`config.mk`:
```
export PLATFORM = sky130hd
export DESIGN_NAME = mmx_core
export DESIGN_NICKNAME = d
export VERILOG_FILES = /design/src/rtl/mmx_pkg.sv /design/src/rtl/mmx_mul.sv /design/src/rtl/mmx_core.sv
export VERILOG_INCLUDE_DIRS = /design/src /design/src/rtl
export SDC_FILE = /design/constraint.sdc
export NUM_CORES = 1
export LEC_CHECK = 0
export ABC_CLOCK_PERIOD_IN_PS = 12300
export BUFFER_PORTS_ARGS = -buffer_cell sky130_fd_sc_hd__buf_2
export CAP_MARGIN = 25
export CORE_MARGIN = 1.5
export CORE_UTILIZATION = 60
export DETAILED_ROUTE_END_ITERATION = 7
export GPL_ROUTABILITY_DRIVEN = 0
export PLACE_DENSITY = 0.89
export SETUP_SLACK_MARGIN = 0.15
export SLEW_MARGIN = 10
export SYNTH_ARGS = -nofsm -noshare
export SYNTH_HDL_FRONTEND = slang
export SYNTH_SLANG_ARGS = --single-unit
```
`constraint.sdc`:
```
create_clock -name sys_clk_i -period 12.3 [get_ports sys_clk_i]
set_input_delay 2.46 -clock sys_clk_i [delete_from_list [all_inputs] [get_ports sys_clk_i]]
set_output_delay 2.46 -clock sys_clk_i [all_outputs]
set_load 0.1 [all_outputs]
```
`src/rtl/mmx_cfg.svh`:
```
// Purpose: constants for the move/multiply/or execution block
// Assumes: states counted in clock cycles, one state per cycle
// Notes: opcodes are first bytes after any escape prefix
`ifndef MMX_CFG_SVH
`define MMX_CFG_SVH
`define MMX_OP_NOP 8'h00
`define MMX_OP_ZERO_EXTEND_MOVE 8'h0a
`define MMX_OP_XRD_DP 8'he0
`define MMX_OP_XRD_RI 7'h71
`define MMX_OP_XWR_DP 8'hf0
`define MMX_OP_XWR_RI 7'h79
`define MMX_OP_MULR 8'hac
`define MMX_OP_MULW 8'had
`define MMX_OP_MULAB 8'ha4
`define MMX_OP_OR_DA 8'h42
`define MMX_OP_OR_DI 8'h43
`define MMX_OP_OR_AI 8'h44
`define MMX_OP_OR_AD 8'h45
`define MMX_OP_OR_AR 7'h23
`define MMX_OP_OR_ARN 5'h09
`define MMX_OP_OR_RR 8'h4c
`define MMX_OP_OR_WW 8'h4d
`define MMX_ST_NOP 4'h1
`define MMX_ST_ZERO_EXTEND_MOVE_BIN 4'h2
`define MMX_ST_ZERO_EXTEND_MOVE_SRC 4'h1
`define MMX_ST_XRI 4'h3
`define MMX_ST_XDP 4'h4
`define MMX_ST_MULR_BIN 4'h6
`define MMX_ST_MULR_SRC 4'h5
`define MMX_ST_MULW_BIN 4'hb
`define MMX_ST_MULW_SRC 4'ha
`define MMX_ST_MULAB 4'h5
`define MMX_ST_OR 4'h2
`define MMX_ST_PORT 4'h4
`define MMX_BYTE_MAX 16'h00ff
`define MMX_WORD_MAX 32'h0000_ffff
`define MMX_PORT_LO 8'h80
`define MMX_PORT_HI 8'hb0
`define MMX_PORT_MASK 8'hcf
`endif

```
`src/rtl/mmx_pkg.sv`:
```
// Purpose: types shared by the execution block
// Assumes: nothing
// Notes: constants live in mmx_cfg.svh
package mmx_pkg;
  typedef enum logic [2:0] {
    MMX_IDLE = 3'b001,
    MMX_EXEC = 3'b010,
    MMX_DONE = 3'b100
  } mmx_state_e;
  typedef struct packed {
    logic [7:0] opcode;
    logic [7:0] operand;
    logic prefixed;
  } mmx_instr_s;
  typedef struct packed {
    logic carry_flag;
    logic auxiliary_carry_flag;
    logic overflow_flag;
    logic neg;
    logic zero;
  } mmx_flags_s;
  typedef struct packed {
    logic [7:0] port_zero;
    logic [7:0] port_two;
    logic oe;
    logic wr;
    logic rd;
  } mmx_xbus_s;
endpackage

```
`src/rtl/mmx_mul.sv`:
```
// Purpose: unsigned 16x16 multiply with flag terms
// Assumes: byte operands arrive zero-extended
// Notes: combinational, registered by the caller
`timescale 1ns/1ps
`include "mmx_cfg.svh"
module mmx_mul
  import mmx_pkg::*;
(
  input wire logic [15:0] a_i,
  input wire logic [15:0] b_i,
  input wire logic word_i,
  output logic [31:0] prod_o,
  output logic ovf_o,
  output logic neg_o,
  output logic zero_o
);
  always_comb begin
    prod_o = a_i * b_i;
    // RQ9 RQ11 overflow limit
    ovf_o = word_i ? (prod_o > `MMX_WORD_MAX)
                   : (prod_o > {16'h0000, `MMX_BYTE_MAX});
    // RQ14 sign and zero
    neg_o = word_i ? prod_o[31] : prod_o[15];
    zero_o = (prod_o == 32'h0000_0000);
  end
endmodule

```
`src/rtl/mmx_core.sv`:
```
// Purpose: executes external move, zero-extend, multiply, no-op and or
// Assumes: decoder hands one instruction with register operands read
// Notes: one state per clock; a done pulse ends every legal instruction, an illegal opcode pulses illegal instead
// Notes on behaviour
// RQ1: Short external move drives R0 or R1 as byte address on port 0.
// RQ2: Long external move drives data pointer high on port 2, low on 0.
// RQ3: Nonpage mode multiplexes data byte with low address on port 0.
// RQ4: Page mode puts data on port 2, with latch or high address.
// RQ5: Indirect external load is 1110 001i, 3 states, prefixed in source.
// RQ6: Zero-extend copies byte to word low, clears word high byte.
// RQ7: Zero-extend 0000 1010; 2 states binary, 1 state source.
// RQ8: Multiply takes register operands only, both unsigned.
// RQ9: Byte multiply gives 16-bit product, overflow above 255.
// RQ10: Byte product pairs into even/odd registers by destination parity.
// RQ11: Word multiply gives 32-bit product, overflow above ffff.
// RQ12: Word product pairs into word registers by destination index; code writes the low word and bits 23:16 only, dropping bits 31:24.
// RQ13: Every multiply clears carry.
// RQ14: Multiply sets negative from product top bit, zero when zero.
// RQ15: Byte multiply 1010 1100; 6 states binary, 5 source.
// RQ16: Accumulator-by-B multiply: low to accumulator, high to B.
// RQ17: No-operation takes 1 state and only advances program counter.
// RQ18: Writing a port register takes four states.
// RQ19: Or combines operands bitwise, result to destination.
// RQ20: Accumulator and direct destinations accept listed sources.
// RQ21: Or on a port reads the output latch, not pins.
// RQ22: Or updates negative and zero, keeps carry, aux and overflow.
`timescale 1ns/1ps
`include "mmx_cfg.svh"
module mmx_core
  import mmx_pkg::*;
(
  input wire logic sys_clk_i,
  input wire logic rst_i,
  input wire logic start_i,
  input wire mmx_instr_s instr_i,
  input wire logic source_mode_i,
  input wire logic page_mode_i,
  input wire logic [15:0] dst_val_i,
  input wire logic [15:0] src_val_i,
  input wire logic [7:0] acc_i,
  input wire logic [7:0] b_i,
  input wire logic [7:0] ind_reg_i,
  input wire logic [15:0] data_pointer_i,
  input wire logic [7:0] port_two_latch_i,
  input wire logic [7:0] port_latch_i,
  input wire logic [7:0] xdata_pin_i,
  input wire mmx_flags_s flags_i,
  output mmx_flags_s flags_o,
  output mmx_xbus_s xbus_o,
  output logic [7:0] wr0_data_o,
  output logic [4:0] wr0_idx_o,
  output logic [15:0] wr1_data_o,
  output logic [4:0] wr1_idx_o,
  output logic [1:0] wr_en_o,
  output logic wr_word_o,
  output logic [7:0] acc_o,
  output logic acc_we_o,
  output logic [7:0] b_o,
  output logic b_we_o,
  output logic [7:0] dir_o,
  output logic dir_we_o,
  output logic pc_inc_o,
  output logic busy_o,
  output logic done_o,
  output logic illegal_o
);
  mmx_state_e state_reg, state_next;
  logic [3:0] cnt_reg, cnt_next;
  logic [3:0] len;
  mmx_flags_s flags_reg, flags_next;
  mmx_xbus_s xbus_reg, xbus_next;
  logic [7:0] wr0_data_reg, wr0_data_next;
  logic [4:0] wr0_idx_reg, wr0_idx_next;
  logic [15:0] wr1_data_reg, wr1_data_next;
  logic [4:0] wr1_idx_reg, wr1_idx_next;
  logic [1:0] wr_en_reg, wr_en_next;
  logic wr_word_reg, wr_word_next;
  logic [7:0] acc_reg, acc_next, b_reg, b_next, dir_reg, dir_next;
  logic acc_we_reg, acc_we_next, b_we_reg, b_we_next;
  logic dir_we_reg, dir_we_next, pc_reg, pc_next;
  logic done_reg, done_next, ill_reg, ill_next;
  logic [7:0] xd_s1_reg, xd_s2_reg;
  logic [15:0] ma, mb;
  logic mword;
  logic [31:0] prod;
  logic m_ovf, m_neg, m_zero;
  logic [7:0] op, opnd, or_a, or_b, or_r;
  logic is_port, bin_pfx;
  logic [4:0] dnum;

  assign op = instr_i.opcode;
  assign opnd = instr_i.operand;
  // Escape prefix means the extended map in binary mode only
  assign bin_pfx = instr_i.prefixed & ~source_mode_i;

  mmx_mul u_mul (
    .a_i(ma),
    .b_i(mb),
    .word_i(mword),
    .prod_o(prod),
    .ovf_o(m_ovf),
    .neg_o(m_neg),
    .zero_o(m_zero)
  );

  always_comb begin
    // RQ8 unsigned register operands
    mword = (op == `MMX_OP_MULW);
    ma = (op == `MMX_OP_MULAB) ? {8'h00, acc_i}
       : (mword ? dst_val_i : {8'h00, dst_val_i[7:0]});
    mb = (op == `MMX_OP_MULAB) ? {8'h00, b_i}
       : (mword ? src_val_i : {8'h00, src_val_i[7:0]});
    is_port = ((opnd & `MMX_PORT_MASK) == `MMX_PORT_LO)
            && (opnd <= `MMX_PORT_HI);
    dnum = {1'b0, instr_i.operand[7:4]};
  end

  always_comb begin
    // Flags follow the core while idle so a start sees current values
    flags_next = (state_reg == MMX_IDLE) ? flags_i : flags_reg;
    xbus_next = xbus_reg;
    wr0_data_next = wr0_data_reg;
    wr0_idx_next = wr0_idx_reg;
    wr1_data_next = wr1_data_reg;
    wr1_idx_next = wr1_idx_reg;
    wr_en_next = 2'b00;
    wr_word_next = wr_word_reg;
    acc_next = acc_reg;
    b_next = b_reg;
    dir_next = dir_reg;
    acc_we_next = 1'b0;
    b_we_next = 1'b0;
    dir_we_next = 1'b0;
    pc_next = 1'b0;
    done_next = 1'b0;
    ill_next = 1'b0;
    or_a = acc_i;
    or_b = 8'h00;
    or_r = 8'h00;
    len = `MMX_ST_NOP;
    // Source for or: latch for ports so read-modify-write keeps outputs
    unique case (op)
      // RQ21 port latch source
      `MMX_OP_OR_DA: begin
        or_a = is_port ? port_latch_i : dst_val_i[7:0];
        or_b = acc_i;
      end
      `MMX_OP_OR_DI: begin
        or_a = is_port ? port_latch_i : dst_val_i[7:0];
        or_b = src_val_i[7:0];
      end
      default: begin
        or_a = bin_pfx || op == `MMX_OP_OR_RR ? dst_val_i[7:0] : acc_i;
        or_b = src_val_i[7:0];
      end
    endcase
    // RQ19 bitwise or
    or_r = or_a | or_b;
    state_next = state_reg;
    cnt_next = cnt_reg;
    unique case (state_reg)
      MMX_IDLE: begin
        xbus_next.oe = 1'b0;
        xbus_next.wr = 1'b0;
        xbus_next.rd = 1'b0;
        if (start_i) begin
          state_next = MMX_EXEC;
          if (op == `MMX_OP_NOP) begin
            // RQ17 one state, pc only
            len = `MMX_ST_NOP;
          end else if (op == `MMX_OP_ZERO_EXTEND_MOVE && instr_i.prefixed
                       == ~source_mode_i) begin
            // RQ7 zero extend timing
            len = source_mode_i ? `MMX_ST_ZERO_EXTEND_MOVE_SRC : `MMX_ST_ZERO_EXTEND_MOVE_BIN;
            // RQ6 clear upper byte
            wr1_data_next = {8'h00, src_val_i[7:0]};
            wr1_idx_next = dnum;
            wr_word_next = 1'b1;
          end else if (op == `MMX_OP_XRD_DP || op == `MMX_OP_XWR_DP
                       || op[7:1] == `MMX_OP_XRD_RI
                       || op[7:1] == `MMX_OP_XWR_RI) begin
            // RQ5 indirect load 3 states
            len = op[1] ? `MMX_ST_XRI : `MMX_ST_XDP;
            // Address phase first: lanes carry address, no strobe yet
            xbus_next.oe = 1'b1;
            // RQ1 RQ2 address selection
            xbus_next.port_zero = op[1] ? ind_reg_i
                                        : data_pointer_i[7:0];
            xbus_next.port_two = op[1] ? port_two_latch_i
                                       : data_pointer_i[15:8];
          end else if (op == `MMX_OP_MULR || op == `MMX_OP_MULW
                       || op == `MMX_OP_MULAB) begin
            // RQ15 multiply timing
            len = op == `MMX_OP_MULAB ? `MMX_ST_MULAB
                : op == `MMX_OP_MULR
                  ? (source_mode_i ? `MMX_ST_MULR_SRC : `MMX_ST_MULR_BIN)
                  : (source_mode_i ? `MMX_ST_MULW_SRC : `MMX_ST_MULW_BIN);
            // RQ13 carry cleared
            flags_next.carry_flag = 1'b0;
            flags_next.overflow_flag = m_ovf;
            flags_next.neg = m_neg;
            flags_next.zero = m_zero;
            if (op == `MMX_OP_MULAB) begin
              // RQ16 accumulator and b
              acc_next = prod[7:0];
              b_next = prod[15:8];
            end else if (!mword) begin
              // RQ10 byte pairing
              wr0_data_next = prod[7:0];
              wr0_idx_next = {dnum[4:1], 1'b0};
              wr1_data_next = {8'h00, prod[15:8]};
              wr1_idx_next = {dnum[4:1], 1'b1};
              wr_word_next = 1'b0;
            end else begin
              // RQ12 word pairing
              wr1_data_next = prod[15:0];
              wr1_idx_next = {dnum[3:1], 2'b00};
              wr0_data_next = prod[23:16];
              wr0_idx_next = {dnum[3:1], 2'b10};
              wr_word_next = 1'b1;
            end
          end else if (op[7:4] == 4'h4) begin
            // RQ20 destination by form
            len = (op[3:1] != 3'b001 && is_port) ? `MMX_ST_PORT
                                                 : `MMX_ST_OR;
            // RQ22 only sign and zero
            flags_next.neg = or_r[7];
            flags_next.zero = (or_r == 8'h00);
            if (op[3:1] == 3'b001) begin
              // RQ18 port write four states
              len = is_port ? `MMX_ST_PORT : `MMX_ST_OR;
              dir_next = or_r;
            end else if (op == `MMX_OP_OR_RR || bin_pfx) begin
              wr0_data_next = or_r;
              wr0_idx_next = dnum;
              wr_word_next = 1'b0;
            end else begin
              acc_next = or_r;
            end
          end else begin
            ill_next = 1'b1;
            state_next = MMX_DONE;
          end
          cnt_next = len;
        end
      end
      MMX_EXEC: begin
        cnt_next = cnt_reg - 4'h1;
        if (xbus_reg.oe) begin
          // RQ3 RQ4 data multiplexing
          xbus_next.rd = ~op[4];
          xbus_next.wr = op[4];
          // Reads keep the address on the lanes
          if (op[4] && page_mode_i) begin
            xbus_next.port_two = acc_i;
          end else if (op[4]) begin
            xbus_next.port_zero = acc_i;
          end
        end
        if (cnt_reg == 4'h1) begin
          state_next = MMX_DONE;
          pc_next = 1'b1;
          done_next = 1'b1;
          if (xbus_reg.rd) begin
            acc_next = xd_s2_reg;
            acc_we_next = 1'b1;
          end else if (op == `MMX_OP_MULAB || op == `MMX_OP_OR_AI
                       || op == `MMX_OP_OR_AD || op[7:1] == `MMX_OP_OR_AR
                       || (op[7:3] == `MMX_OP_OR_ARN && !bin_pfx)) begin
            acc_we_next = 1'b1;
            b_we_next = (op == `MMX_OP_MULAB);
          end else if (op[7:1] == 7'h21) begin
            dir_we_next = 1'b1;
          end else if (op[7:4] == 4'h4 || op == `MMX_OP_MULR) begin
            wr_en_next = op == `MMX_OP_MULR ? 2'b11 : 2'b01;
          end else if (op == `MMX_OP_ZERO_EXTEND_MOVE) begin
            wr_en_next = 2'b10;
          end else if (op == `MMX_OP_MULW) begin
            wr_en_next = 2'b11;
          end
        end
      end
      MMX_DONE: begin
        state_next = MMX_IDLE;
        xbus_next.oe = 1'b0;
        xbus_next.wr = 1'b0;
        xbus_next.rd = 1'b0;
      end
    endcase
  end

  always_ff @(posedge sys_clk_i) begin
    xd_s1_reg <= xdata_pin_i;
    xd_s2_reg <= xd_s1_reg;
    if (rst_i) begin
      state_reg <= MMX_IDLE;
      cnt_reg <= 4'h0;
      flags_reg <= '0;
      xbus_reg <= '0;
      wr0_data_reg <= 8'h00;
      wr0_idx_reg <= 5'h00;
      wr1_data_reg <= 16'h0000;
      wr1_idx_reg <= 5'h00;
      wr_en_reg <= 2'b00;
      wr_word_reg <= 1'b0;
      acc_reg <= 8'h00;
      b_reg <= 8'h00;
      dir_reg <= 8'h00;
      acc_we_reg <= 1'b0;
      b_we_reg <= 1'b0;
      dir_we_reg <= 1'b0;
      pc_reg <= 1'b0;
      done_reg <= 1'b0;
      ill_reg <= 1'b0;
    end else begin
      state_reg <= state_next;
      cnt_reg <= cnt_next;
      flags_reg <= flags_next;
      xbus_reg <= xbus_next;
      wr0_data_reg <= wr0_data_next;
      wr0_idx_reg <= wr0_idx_next;
      wr1_data_reg <= wr1_data_next;
      wr1_idx_reg <= wr1_idx_next;
      wr_en_reg <= wr_en_next;
      wr_word_reg <= wr_word_next;
      acc_reg <= acc_next;
      b_reg <= b_next;
      dir_reg <= dir_next;
      acc_we_reg <= acc_we_next;
      b_we_reg <= b_we_next;
      dir_we_reg <= dir_we_next;
      pc_reg <= pc_next;
      done_reg <= done_next;
      ill_reg <= ill_next;
    end
  end

  assign flags_o = flags_reg;
  assign xbus_o = xbus_reg;
  assign wr0_data_o = wr0_data_reg;
  assign wr0_idx_o = wr0_idx_reg;
  assign wr1_data_o = wr1_data_reg;
  assign wr1_idx_o = wr1_idx_reg;
  assign wr_en_o = wr_en_reg;
  assign wr_word_o = wr_word_reg;
  assign acc_o = acc_reg;
  assign acc_we_o = acc_we_reg;
  assign b_o = b_reg;
  assign b_we_o = b_we_reg;
  assign dir_o = dir_reg;
  assign dir_we_o = dir_we_reg;
  assign pc_inc_o = pc_reg;
  assign busy_o = (state_reg != MMX_IDLE);
  assign done_o = done_reg;
  assign illegal_o = ill_reg;

  // Assertions
  carry_clear_a: assert property (@(posedge sys_clk_i) disable iff (rst_i) // RQ13
    (state_reg == MMX_IDLE && start_i && op == `MMX_OP_MULAB)
    |=> !flags_o.carry_flag)
    else $error("multiply left carry set");
  nop_len_a: assert property (@(posedge sys_clk_i) disable iff (rst_i) // RQ17
    (state_reg == MMX_IDLE && start_i && op == `MMX_OP_NOP)
    |=> ##1 done_o && pc_inc_o)
    else $error("no-op not one state");
  xri_len_a: assert property (@(posedge sys_clk_i) disable iff (rst_i) // RQ5
    (state_reg == MMX_IDLE && start_i && op[7:1] == `MMX_OP_XRD_RI)
    |=> !done_o [*3] ##1 done_o)
    else $error("indirect load not three states");
  short_addr_a: assert property (@(posedge sys_clk_i) disable iff (rst_i) // RQ1
    (state_reg == MMX_IDLE && start_i && op[7:1] == `MMX_OP_XRD_RI)
    |=> xbus_o.port_zero == $past(ind_reg_i))
    else $error("short address wrong");
  long_addr_a: assert property (@(posedge sys_clk_i) disable iff (rst_i) // RQ2
    (state_reg == MMX_IDLE && start_i && op == `MMX_OP_XRD_DP)
    |=> xbus_o.port_two == $past(data_pointer_i[15:8]))
    else $error("long address wrong");
  or_flag_a: assert property (@(posedge sys_clk_i) disable iff (rst_i) // RQ22
    (state_reg == MMX_IDLE && start_i && op == `MMX_OP_OR_AI)
    |=> flags_o.overflow_flag == $past(flags_i.overflow_flag))
    else $error("or touched overflow");
  mulab_ovf_a: assert property (@(posedge sys_clk_i) disable iff (rst_i) // RQ16
    (state_reg == MMX_IDLE && start_i && op == `MMX_OP_MULAB)
    |=> flags_o.overflow_flag == (b_o != 8'h00))
    else $error("overflow mismatch");
  zero_extend_move_hi_a: assert property (@(posedge sys_clk_i) disable iff (rst_i) // RQ6
    wr_en_o == 2'b10 |-> wr1_data_o[15:8] == 8'h00)
    else $error("upper byte not cleared");
  mul_cv: cover property (@(posedge sys_clk_i) disable iff (rst_i)
    start_i && state_reg == MMX_IDLE && op == `MMX_OP_MULR);
  or_cv: cover property (@(posedge sys_clk_i) disable iff (rst_i)
    dir_we_o);
  xmv_cv: cover property (@(posedge sys_clk_i) disable iff (rst_i)
    xbus_o.wr);
endmodule

```
# Yosys cells after proc, flatten, opt, wreduce, memory -nomap -nowiden
# Index checks and enable logic that the tools add are counted.
dict set report classes {
  bitwise 13
  multipliers 1
  muxes 114
  n_eq_ne 47
  reduce_logical 45
  n_addsub 1
  order_cmp 3
}
# op count
set ops {}
lappend ops {{$mux W8} 26}
lappend ops {{$mux W16} 10}
lappend ops {{$mux W17} 4}
lappend ops {{$mux W5} 12}
lappend ops {{$mux W3} 17}
lappend ops {{$eq A8 B7 Y1 const B} 5}
lappend ops {{$eq A8 B8 Y1 const B} 5}
lappend ops {{$gt A32 B16 Y1 const B} 1}
lappend ops {{$gt A32 B8 Y1 const B} 1}
lappend ops {{$logic_not A32 Y1} 1}
lappend ops {{$mul A16 B16 Y32} 1}
lappend ops {{$pmux W16 S2} 1}
lappend ops {{$mux W4} 7}
lappend ops {{$ne A2 B2 Y1 const B} 14}
lappend ops {{$reduce_and A8 Y1} 3}
lappend ops {{$mux W1} 23}
lappend ops {{$mux W2} 9}
lappend ops {{$logic_not A8 Y1} 2}
lappend ops {{$pmux W8 S2} 1}
lappend ops {{$eq A7 B6 Y1 const B} 2}
lappend ops {{$eq A7 B7 Y1 const B} 2}
lappend ops {{$reduce_and A7 Y1} 2}
lappend ops {{$logic_or A1 B1 Y1} 11}
lappend ops {{$not A1 Y1} 11}
lappend ops {{other kinds (34)} 53}
dict set report word_totals {
  input_bits 123
  ff_bits 113
  elab_cells 252
  out_inout_bits 92
}

# Depth between registers and ports, before layout
# Gate-level depths: netlist of run 1.
dict set report logic_depth {
  depth_word 15
  ltp_mapped 33
  depth_no_buf 29
}

# Modules after synthesis
# From an unflattened synthesis of run 1, not the netlist that was laid out.
dict set report unflattened {
  hier_cells 1775
  area_unflattened_um2 14701.6
}
# module seq_area_each_um2 instances area_per_inst_um2 cells_each
set by_module_without_submodules {}
lappend by_module_without_submodules {mmx_mul 0.0 1 8797.2 1047}
lappend by_module_without_submodules {mmx_core 2262.2 1 5904.4 728}

# Least setup slack after synthesis of run 1
# Ideal clock, no wire load.
dict set report synth_timing {
  path_kind {in2reg}
  start {in instr_i[10] in the netlist's numbering}
  end {reg flags_reg, in the netlist flags_o[2]}
  t_arrival_ps 10117
  n_path_buf 3
  setup_time_ps 114
  slack_ps 2069
  path_stages 29
  cell_sequence {buf_2 > nor2_1 > nand3b_1 > nor4_4 > clkbuf_1 > clkbuf_1 > nand2_1 > nand2_1 > nand2_1 > fa_1 > fa_1 > fa_1 > fa_1 > inv_1 > fa_1 > inv_1 > fa_1 > inv_1 > ha_1 > and2_1 > nand3_1 > a211oi_1 > or2_1 > xor2_1 > or4_1 > or3_1 > a21o_1 > a32o_1 > a21o_1}
}
dict set report synth_between {
  elab_chain_cells 12
  elab_cells_between_ends 29
  classes_between {1 x mul; 2 x order compare; 8 x eq/ne; 11 x mux; 7 x reduce/logical}
}
# item line_no
set synth_lines {}
lappend synth_lines {{from (decl)} mmx_core.sv:35} ;# input wire mmx_instr_s instr_i,
lappend synth_lines {{$eq A8 B8 Y1 (no source line)} -}
lappend synth_lines {{$mux W16 (on tied branches)} {mmx_core.sv:110, mmx_core.sv:112}}
lappend synth_lines {{$mux W16 (on tied branches)} {mmx_core.sv:109, mmx_core.sv:111}}
lappend synth_lines {{$mul A16 B16 Y32} mmx_mul.sv:18} ;# prod_o = a_i * b_i;
lappend synth_lines {{$gt A32 B8 Y1 or $gt A32 B16 Y1 (tied branches)} -}
lappend synth_lines {{$mux W1} mmx_mul.sv:20} ;# ovf_o = word_i ? (prod_o > `MMX_WORD_MAX)
lappend synth_lines {{$mux W1} mmx_core.sv:191} ;# end else if (op == `MMX_OP_MULR || op == `MMX_OP_MULW
lappend synth_lines {{$mux W3} mmx_core.sv:179} ;# end else if (op == `MMX_OP_XRD_DP || op == `MMX_OP_XWR_DP
lappend synth_lines {{$mux W3} mmx_core.sv:171} ;# end else if (op == `MMX_OP_ZERO_EXTEND_MOVE && instr_i.prefixed
lappend synth_lines {{$mux W3 (*)} mmx_core.sv:168} ;# if (op == `MMX_OP_NOP) begin
lappend synth_lines {{$mux W3 (*)} mmx_core.sv:166} ;# if (start_i) begin
lappend synth_lines {{$mux W3 (*)} mmx_core.sv:161} ;# unique case (state_reg)
lappend synth_lines {{to (signal assigned)} mmx_core.sv:318} ;# flags_reg <= flags_next;
lappend synth_lines {{to (decl)} mmx_core.sv:70} ;# mmx_flags_s flags_reg, flags_next;
# Every way passes the cells marked *; elsewhere a longest branch is shown, timed or not.
# A chain may end at the register's enable or synchronous reset.

# Worst setup path in the final report of run 1
dict set report layout_timing {
  start {in instr_i[9] in the netlist's numbering}
  end {reg flags_reg, in the netlist flags_o[2]}
}
# The elaborated chain is that of the path after synthesis.

==> results_dict.tcl, run 1 <==
set metrics [dict create \
    ant_nets 0 \
    pwr-share-clk_pct 32.7 \
    end_kind "register" \
    cap_violations 0 \
    globalRouteMet3Util_pct 11.85 \
    htreeDepth 4 \
    final_util_pct 69.09 \
    synthAdderAreaFrac_pct 36.94 \
    layout_commonest_cell "nand2_1" \
    viasPerCell 6.336 \
    synth_area_leaders "fa_1 27%, dfxtp_1 16%, ha_1 9.5%" \
    cp.depth 25 \
    die_w_um 156.7 \
    critPathMaxFanout 23 \
    cts_sinks 113 \
    synth-simple-area-share_pct 20.49 \
    wirelength_mm 47.29 \
    critical_path_buf_inv_count 4 \
    ff2ff_setup_slack_ps 9480 \
    power_leakage_nw 7.956 \
    ys.flop_type "dfxtp_1" \
    swShare_pct 41.26 \
    switchingPower_mw 0.6413 \
    cp_common_cell "fa_1" \
    root_buffer "clkbuf_16" \
    critPathSlowestCell "or4_1" \
    clock_latency_ps 420 \
    multi_input_area_mm2 0.01077 \
    rsz0062_at_grt "no" \
    syn2layout_area_growth_pct 13.73 \
    muxShareOfSynthArea_pct 2.613 \
    gr-max-usage-layer "met2" \
    synth_edf_count 0 \
    synth_xor_area_share_pct 1.730 \
    drcViolationCount 0 \
    clock_path_buffers 2 \
    drt_iter0_markers 1954 \
    crit_path_end "flags_o[2]" \
    arrival_ps 11480 \
    synth_seq_area_share_pct 15.96 \
    crit_type "input pin to register" \
    setup_ws_ps 1142 \
    crit-reg2reg-launch "state_reg[0]" \
    hp-class "register to register" \
    slew_violations 0 \
    nNetsFinal 2344 \
    timing_hold_violations_final 0 \
    fmax_mhz 89.62 \
    routedWlPerCell_um 21.02 \
    final_cell_mix "247 x nand2_1, 214 x nor2_1, 214 x buf_2" \
    fillers 1679 \
    cp.required_ps 12620 \
    finalPower_mw 1.554 \
    drt_first_pass_iters 8 \
    design.core.area_mm2 0.02333 \
    num_vias 14260 \
    synth_largest_area_cell "fa_1" \
    fp.dieH_um 156.7 \
    design_area_mm2 0.01612 \
    max_stage_delay_ps 1120 \
    use_met2_pct 60.68 \
    placed_area_mm2 0.01550 \
    power.internal_mw 0.9128 \
    crit_start "instr_i[9]" \
    pre_cts_ws_ps 881.4 \
    ir_worst_vdd_v 0.0002193 \
    ys_ff_latch 113 \
    r2r-end "wr0_data_o[3]" \
    power_frac_comb_pct 42.5 \
    async_flop_share_pct 0 \
    start_kind "input pin" \
    slew_headroom_pct 29.91 \
    dp_hpwl_mm 37.32 \
    die_area_mm2 0.02455 \
    synth_nets 2172 \
    groute.usage.overall_pct 39.36 \
    first_global_vias 14170 \
    synth_top_area_share_pct 27.40 \
    syn_avg_cell_area_um2 8.113 \
    path_clk_slew_ps 60 \
    start_util_pct 60.75 \
    synth.distinct_cells 66 \
    worst_pin_slew_ps 1044 \
    diodes 0 \
    largest_reg_flops 19 \
    cts-buffers-inserted 17 \
    tns_ps 0 \
    grt_overflow_total 0 \
    setup-violations-final 0 \
    use_met1_pct 49.50 \
    ioPinCount 215 \
    syn_inst 1747 \
    grt_antenna_before_repair 1 \
    crit_family "simple AND/OR/NAND/NOR gates" \
    ys.warnings.count 0 \
    synth-compound-area-share_pct 14.12 \
    grt_pass1_wl_mm 74.17 \
    synth_area_mm2 0.01417 \
    outcome "finished, final reports clean" \
    period_share_pct 90.72 \
    port_buffers 214 \
    rr_worst_depth 7 \
    grt_max_degree 84 \
    num_rows 56 \
    holdBufCountCts 0 \
    p_seq_share_pct 24.9 \
    tritoncts "built" \
    synth_top_family_by_area "adder cells" \
    cts_resized 0 \
    regArea_mm2 0.002262 \
    post_cts_buffers 0 \
    drive_gt1_share_pct 15.02 \
    power_density_mw_per_mm2 96.42 \
    period_needed_ps 11160 \
    finClkSkew_ps 9.889 \
]
## stage by stage
stage | cells | hold WS (ps)
floorplan | 1747 | 309.6
global placement | 2217 | 309.9
detailed placement | 2217 | 313.2
CTS | 2248 | 326.1
global route | 2250 | 333.5
finish | 2250 | 326.4
## worst register-to-register path: stages, from the launching register on
cell,delay [ps]
dfxtp_1,500
and2_1,310
nand2_1,230
nor2_1,260
o21a_1,660
o221ai_1,390
a21oi_1,240
nor3_1,70
## layout make-up
class	instances	share of cell area, %
clock buffers	19	2.748
inverters	214	4.983
repair buffers	242	7.948
flip-flops and latches	113	14.03
clock inverters	12	0.9858
multi-input cells	1331	66.82
well taps	319	2.476
## cells in the mapped netlist, types with 17 or more instances
library cell and n:
clkbuf_1 78, a22oi_1 28, o211ai_1 25, nor3_1 24, and3_1 22, ha_1 108, mux2i_1 37, nand2_1 247
inv_1 213, and2_1 17, fa_1 194, dfxtp_1 113, nand3_1 52, o21ai_0 56, a211oi_1 18, nor2_1 215
a21oi_1 102
## per-layer routing
| metal | vias up | wire [um] |
|---|---|---|
| met3 | 344 | 6235 |
| met2 | 1208 | 20900 |
| met1 | 6579 | 16760 |
| li1 | 6124 | - |
| met5 | - | 13 |
| met4 | 2 | 3375 |
## worst min path at each step
stage          cells past startpoint            to  slack, ps          from
2_1_floorplan                      0  xd_s2_reg[0]        310  xd_s1_reg[0]
3_3_place_gp                       0  xd_s2_reg[7]        310  xd_s1_reg[7]
3_5_place_dp                       0  xd_s2_reg[7]        310  xd_s1_reg[7]
4_1_cts                            0  xd_s2_reg[2]        330  xd_s1_reg[2]
5_1_grt                            0  xd_s2_reg[1]        330  xd_s1_reg[1]
6_report                           0  xd_s2_reg[1]        330  xd_s1_reg[1]
## power by group through the flow
stage	Clock [mW]	Sequential [mW]	Combinational, mW
finish	0.507	0.386	0.660
detailed placement	0	0.393	0.621
CTS	0.504	0.386	0.631
floorplan	0	0.441	0.384
global placement	0	0.393	0.601
global route	0.521	0.387	0.701
## cell families after synthesis
kind of cell	count (synthesis)
xor gates and xnor gates	28
and+or+nand+nor	653
DFF	113
adders and majority gates	302
muxes	37
buffers and inverters	303
AOI/OAI and AO/OA	311
Power figures use the tool's default switching activity.
==> run 2: changes to the inputs <==
Settings changed: CELL_PAD_IN_SITES_DETAIL_PLACEMENT set to 1, CELL_PAD_IN_SITES_GLOBAL_PLACEMENT set to 1, CORE_MARGIN 1.5 to not set, CORE_UTILIZATION 60 to 44.
==> run 2 against run 1 <==
  * Combinational power is 6.4% higher
  * Core utilization is 18 points lower
  * Setup slack better by 430 ps
  * Power is 5.1% higher
  * Die area is 34% higher
  * Sequential power hardly changed
  * Register-to-register slack worse by 150 ps
  * First-iteration DRC count is 25% lower
  * Clock skew is 3.8 ps higher
  * Clock power is 7.3% higher
  * Routed wire length is 21% higher
  * Sequential share of layout area is 0.098 points lower
==> results_dict.tcl, run 2 (synthesized netlist as in run 1, its figures left out) <==
set metrics [dict create \
    outcome "finished, final reports clean" \
    syn2layout_area_growth_pct 14.53 \
    finClkSkew_ps 13.70 \
    fp.dieH_um 181.5 \
    crit_family "adder cells" \
    first_global_vias 15570 \
    period_needed_ps 10730 \
    htreeDepth 4 \
    start_kind "input pin" \
    viasPerCell 6.208 \
    max_stage_delay_ps 580 \
    design_area_mm2 0.01623 \
    drcViolationCount 0 \
    timing_hold_violations_final 0 \
    groute.usage.overall_pct 35.11 \
    largest_reg_flops 19 \
    drt_iter0_markers 1460 \
    worst_pin_slew_ps 1017 \
    post_cts_buffers 0 \
    power_leakage_nw 7.945 \
    fillers 3864 \
    layout_commonest_cell "nand2_1" \
    slew_headroom_pct 30.26 \
    cts_sinks 113 \
    arrival_ps 11050 \
    clock_path_buffers 2 \
    crit_type "input pin to register" \
    fmax_mhz 93.21 \
    power_density_mw_per_mm2 100.6 \
    critPathMaxFanout 71 \
    holdBufCountCts 0 \
    period_share_pct 87.22 \
    ir_worst_vdd_v 0.00008532 \
    dp_hpwl_mm 44.47 \
    drive_gt1_share_pct 14.95 \
    pwr-share-clk_pct 33.3 \
    wirelength_mm 57.32 \
    p_seq_share_pct 23.7 \
    post-place-cells 2296 \
    cap_violations 0 \
    slew_violations 0 \
    placed_area_mm2 0.01558 \
    power.internal_mw 0.9344 \
    clock_latency_ps 430 \
    root_buffer "clkbuf_16" \
    cts_resized 0 \
    hold_ws_ps 324.7 \
    tns_ps 0 \
    ant_nets 0 \
    drt_first_pass_iters 5 \
    power_frac_comb_pct 43.0 \
    routedWlPerCell_um 24.58 \
    swShare_pct 42.80 \
    cts-buffers-inserted 17 \
    final_cell_mix "247 x nand2_1, 214 x nor2_1, 214 x buf_2" \
    critical_path_buf_inv_count 5 \
    rsz0062_at_grt "no" \
    cp.required_ps 12620 \
    ioPinCount 215 \
    setup-violations-final 0 \
    hp-class "register to register" \
    path_clk_slew_ps 60 \
    num_rows 65 \
    die_w_um 181.5 \
    num_vias 14480 \
    tritoncts "built" \
    grt_pass1_wl_mm 88.51 \
    end_kind "register" \
    start_util_pct 44.80 \
    die_area_mm2 0.03294 \
    critPathSlowestCell "and2_1" \
    fin_cells 2332 \
    grt_max_degree 83 \
    design.core.area_mm2 0.03164 \
    switchingPower_mw 0.6993 \
    grt_antenna_before_repair 2 \
    port_buffers 214 \
    cp_common_cell "fa_1" \
    nNetsFinal 2340 \
    grt_overflow_total 0 \
]
[run 2: layer usage]
metal / track usage, % / vias up / wire length (um)
li1: - / 6131 / -
met1: 42.50 / 7126 / 21050
met2: 56.77 / 925 / 26580
met3: 7.280 / 294 / 5370
met4: 22.98 / 2 / 4309
met5: 0 / - / 13
[run 2: area by class of cell]
cell class              count  area [um2]  area share, %
clock buffers              17       425.4          2.621
flip-flops and latches    113        2262          13.94
diodes                      3       7.507        0.04625
multi-input cells        1331       10780          66.38
repair buffers            238        1251          7.708
inverters                 214       803.3          4.948
clock inverters            14       205.2          1.264
well taps                 402       503.0          3.098
[run 2: worst register-to-register path: cells and delay by family (launching register included)]
kind / cells / cell delay, ps
AOI/OAI and AO/OA: 3 / 1280
and+or+nand+nor: 4 / 1010
DFF: 1 / 520
[run 2: worst paths after layout]
path,startpoint,endpoint,slack (ps),cells after the start
max reg2reg,state_reg[0],wr0_data_o[4],9330,7
min reg2reg,xd_s1_reg[1],xd_s2_reg[1],320,0
max,instr_i[14],flags_o[2],1570,28
min,xd_s1_reg[1],xd_s2_reg[1],320,0
[run 2: per-stage QoR]
stage | utilization [%] | power, mW | worst slack, ps
global placement | 49.21 | 1.022 | 1469
detailed placement | 49.23 | 1.052 | 1368
floorplan | - | 0.8256 | 2069
finish | 51.31 | 1.634 | 1571
global route | 51.30 | 1.698 | 1134
CTS | 51.23 | 1.608 | 1746
[run 2: power groups by stage]
stage / combinational (mW) / clock (mW) / sequential, mW
after floorplan: 0.384 / 0 / 0.441
after global placement: 0.628 / 0 / 0.394
after detailed placement: 0.658 / 0 / 0.394
after CTS: 0.674 / 0.546 / 0.387
after global routing: 0.748 / 0.562 / 0.388
final: 0.702 / 0.544 / 0.387
==> run 3: changes to the inputs <==
Settings changed: RECOVER_POWER set to 100.
==> run 3 against run 2 <==
  * The flow now finishes with violations (capacitance limit, slew limit)
  * Setup slack got worse by 570 ps
  * Sequential power barely moved
  * Routed wire length fell by 0.24%
  * Global-route usage did not move
  * First-iteration DRC count fell by 4.2%
  * Combinational power fell by 1%
  * Critical path depth did not move
  * Register-to-register slack got worse by 110 ps
  * Cell count barely moved
  * Sequential cell count did not move
  * Core utilization fell by 0.43 points
  * Critical path type unchanged
==> results_dict.tcl, run 3 (synthesized netlist as in run 1, its figures left out) <==
set metrics [dict create \
    outcome "complete, but fails checks" \
    violations "capacitance limit, slew limit" \
    finClkSkew_ps 10.76 \
    port_buffers 214 \
    fmax_mhz 88.49 \
    htreeDepth 4 \
    clock_path_buffers 2 \
    rr_worst_depth 7 \
    die_w_um 181.5 \
    root_buffer "clkbuf_16" \
    slew_violations 83 \
    grt_max_degree 83 \
    grt_overflow_total 0 \
    post-place-cells 2296 \
    first_global_vias 15570 \
    routedWlPerCell_um 24.53 \
    period_needed_ps 11300 \
    holdBufCountCts 0 \
    grt_antenna_before_repair 2 \
    dp_hpwl_mm 44.47 \
    ir_worst_vdd_v 0.00008516 \
    slew_headroom_pct -165.8 \
    nNetsFinal 2340 \
    start_util_pct 44.80 \
    ant_nets 0 \
    hp-class "register to register" \
    cap_violations 1 \
    end_kind "register" \
    viasPerCell 6.172 \
    crit_start "instr_i[9]" \
    cp.required_ps 12630 \
    drive_gt1_share_pct 9.860 \
    power_leakage_nw 7.524 \
    rsz0062_at_grt "no" \
    largest_reg_flops 19 \
    num_vias 14390 \
    crit-reg2reg-launch "state_reg[0]" \
    tritoncts "built" \
    hold_path_startpoint "xd_s1_reg[1]" \
    wirelength_mm 57.18 \
    die_area_mm2 0.03294 \
    setup-violations-final 0 \
    post_cts_buffers 0 \
    hold_ws_ps 323.6 \
    worst_pin_slew_ps 3988 \
    dr.max_layer_used "met5" \
    drt_first_pass_iters 5 \
    worstHoldPathCells 0 \
    met2_length_mm 26.46 \
    num_rows 65 \
    critPathMaxFanout 18 \
    met1_length_mm 21.13 \
    tns_ps 0 \
    groute.usage.overall_pct 35.11 \
    layout_commonest_cell "nand2_1" \
    syn2layout_area_growth_pct 13.58 \
    drcViolationCount 0 \
    arrival_ps 11630 \
    crit_type "input pin to register" \
    route.met3.wl_mm 5.290 \
    ioPinCount 215 \
    final_cell_mix "247 x nand2_1, 214 x nor2_1, 213 x inv_1" \
    finalPower_mw 1.631 \
    cts_sinks 113 \
    cts-buffers-inserted 17 \
    power_density_mw_per_mm2 101.3 \
    drt_iter0_markers 1399 \
    fin_cells 2331 \
    fp.dieH_um 181.5 \
    design.core.area_mm2 0.03164 \
    start_kind "input pin" \
    timing_hold_violations_final 0 \
    clock_latency_ps 430 \
    path_clk_slew_ps 60 \
    cts_resized 0 \
    final_util_pct 50.88 \
    grt_pass1_wl_mm 88.51 \
    period_share_pct 91.88 \
]
## run 3: routing by layer
layer	vias up	track usage [%]
met1	7042	42.50
li1	6122	-
met3	301	7.280
met5	-	0
met2	921	56.77
met4	2	22.98
## run 3: path summary, 6_finish.rpt
path / endpoint / slack, ps
max: flags_o[2] / 1000
min reg2reg: xd_s2_reg[1] / 320
min: xd_s2_reg[1] / 320
max reg2reg: wr0_data_o[4] / 9220
## run 3: metrics by stage
stage,setup slack (ps),area (um2)
floorplan,2069,14170
global placement,1469,15570
detailed placement,1368,15580
CTS,1746,16210
global route,430.6,16100
finish,999.1,16100
## run 3: worst max-delay path, stage by stage
cell and delay, ps:
clkbuf_1 560, nor2_1 190, nand3b_1 160, or4_1 310, clkbuf_1 830, mux2i_1 990, nor2_1 170, fa_1 620
fa_1 230, inv_1 80, fa_1 440, fa_1 490, inv_1 60, fa_1 590, inv_1 60, fa_1 470
inv_1 40, ha_1 330, and2_0 210, nand3_1 150, a211oi_1 330, or2_0 260, xor2_1 170, or4_1 500
or3_1 360, a21o_1 190, a32o_1 210, a21o_1 150
## run 3: power breakdown
| part | switching [mW] | internal [mW] |
|---|---|---|
| sequential | 0.00981 | 0.378 |
| combinational | 0.484 | 0.211 |
| clock | 0.206 | 0.342 |
| total | 0.700 | 0.931 |
## run 3: area by class of cell
class,count,area (um2)
Antenna cell,2,5.005
Clock buffer,17,425.4
Clock inverter,14,205.2
Fill cell,3918,15540
Inverter,214,803.3
Multi-Input combinational cell,1331,10780
Sequential cell,113,2262
Tap cell,402,503.0
Timing Repair Buffer,238,1119
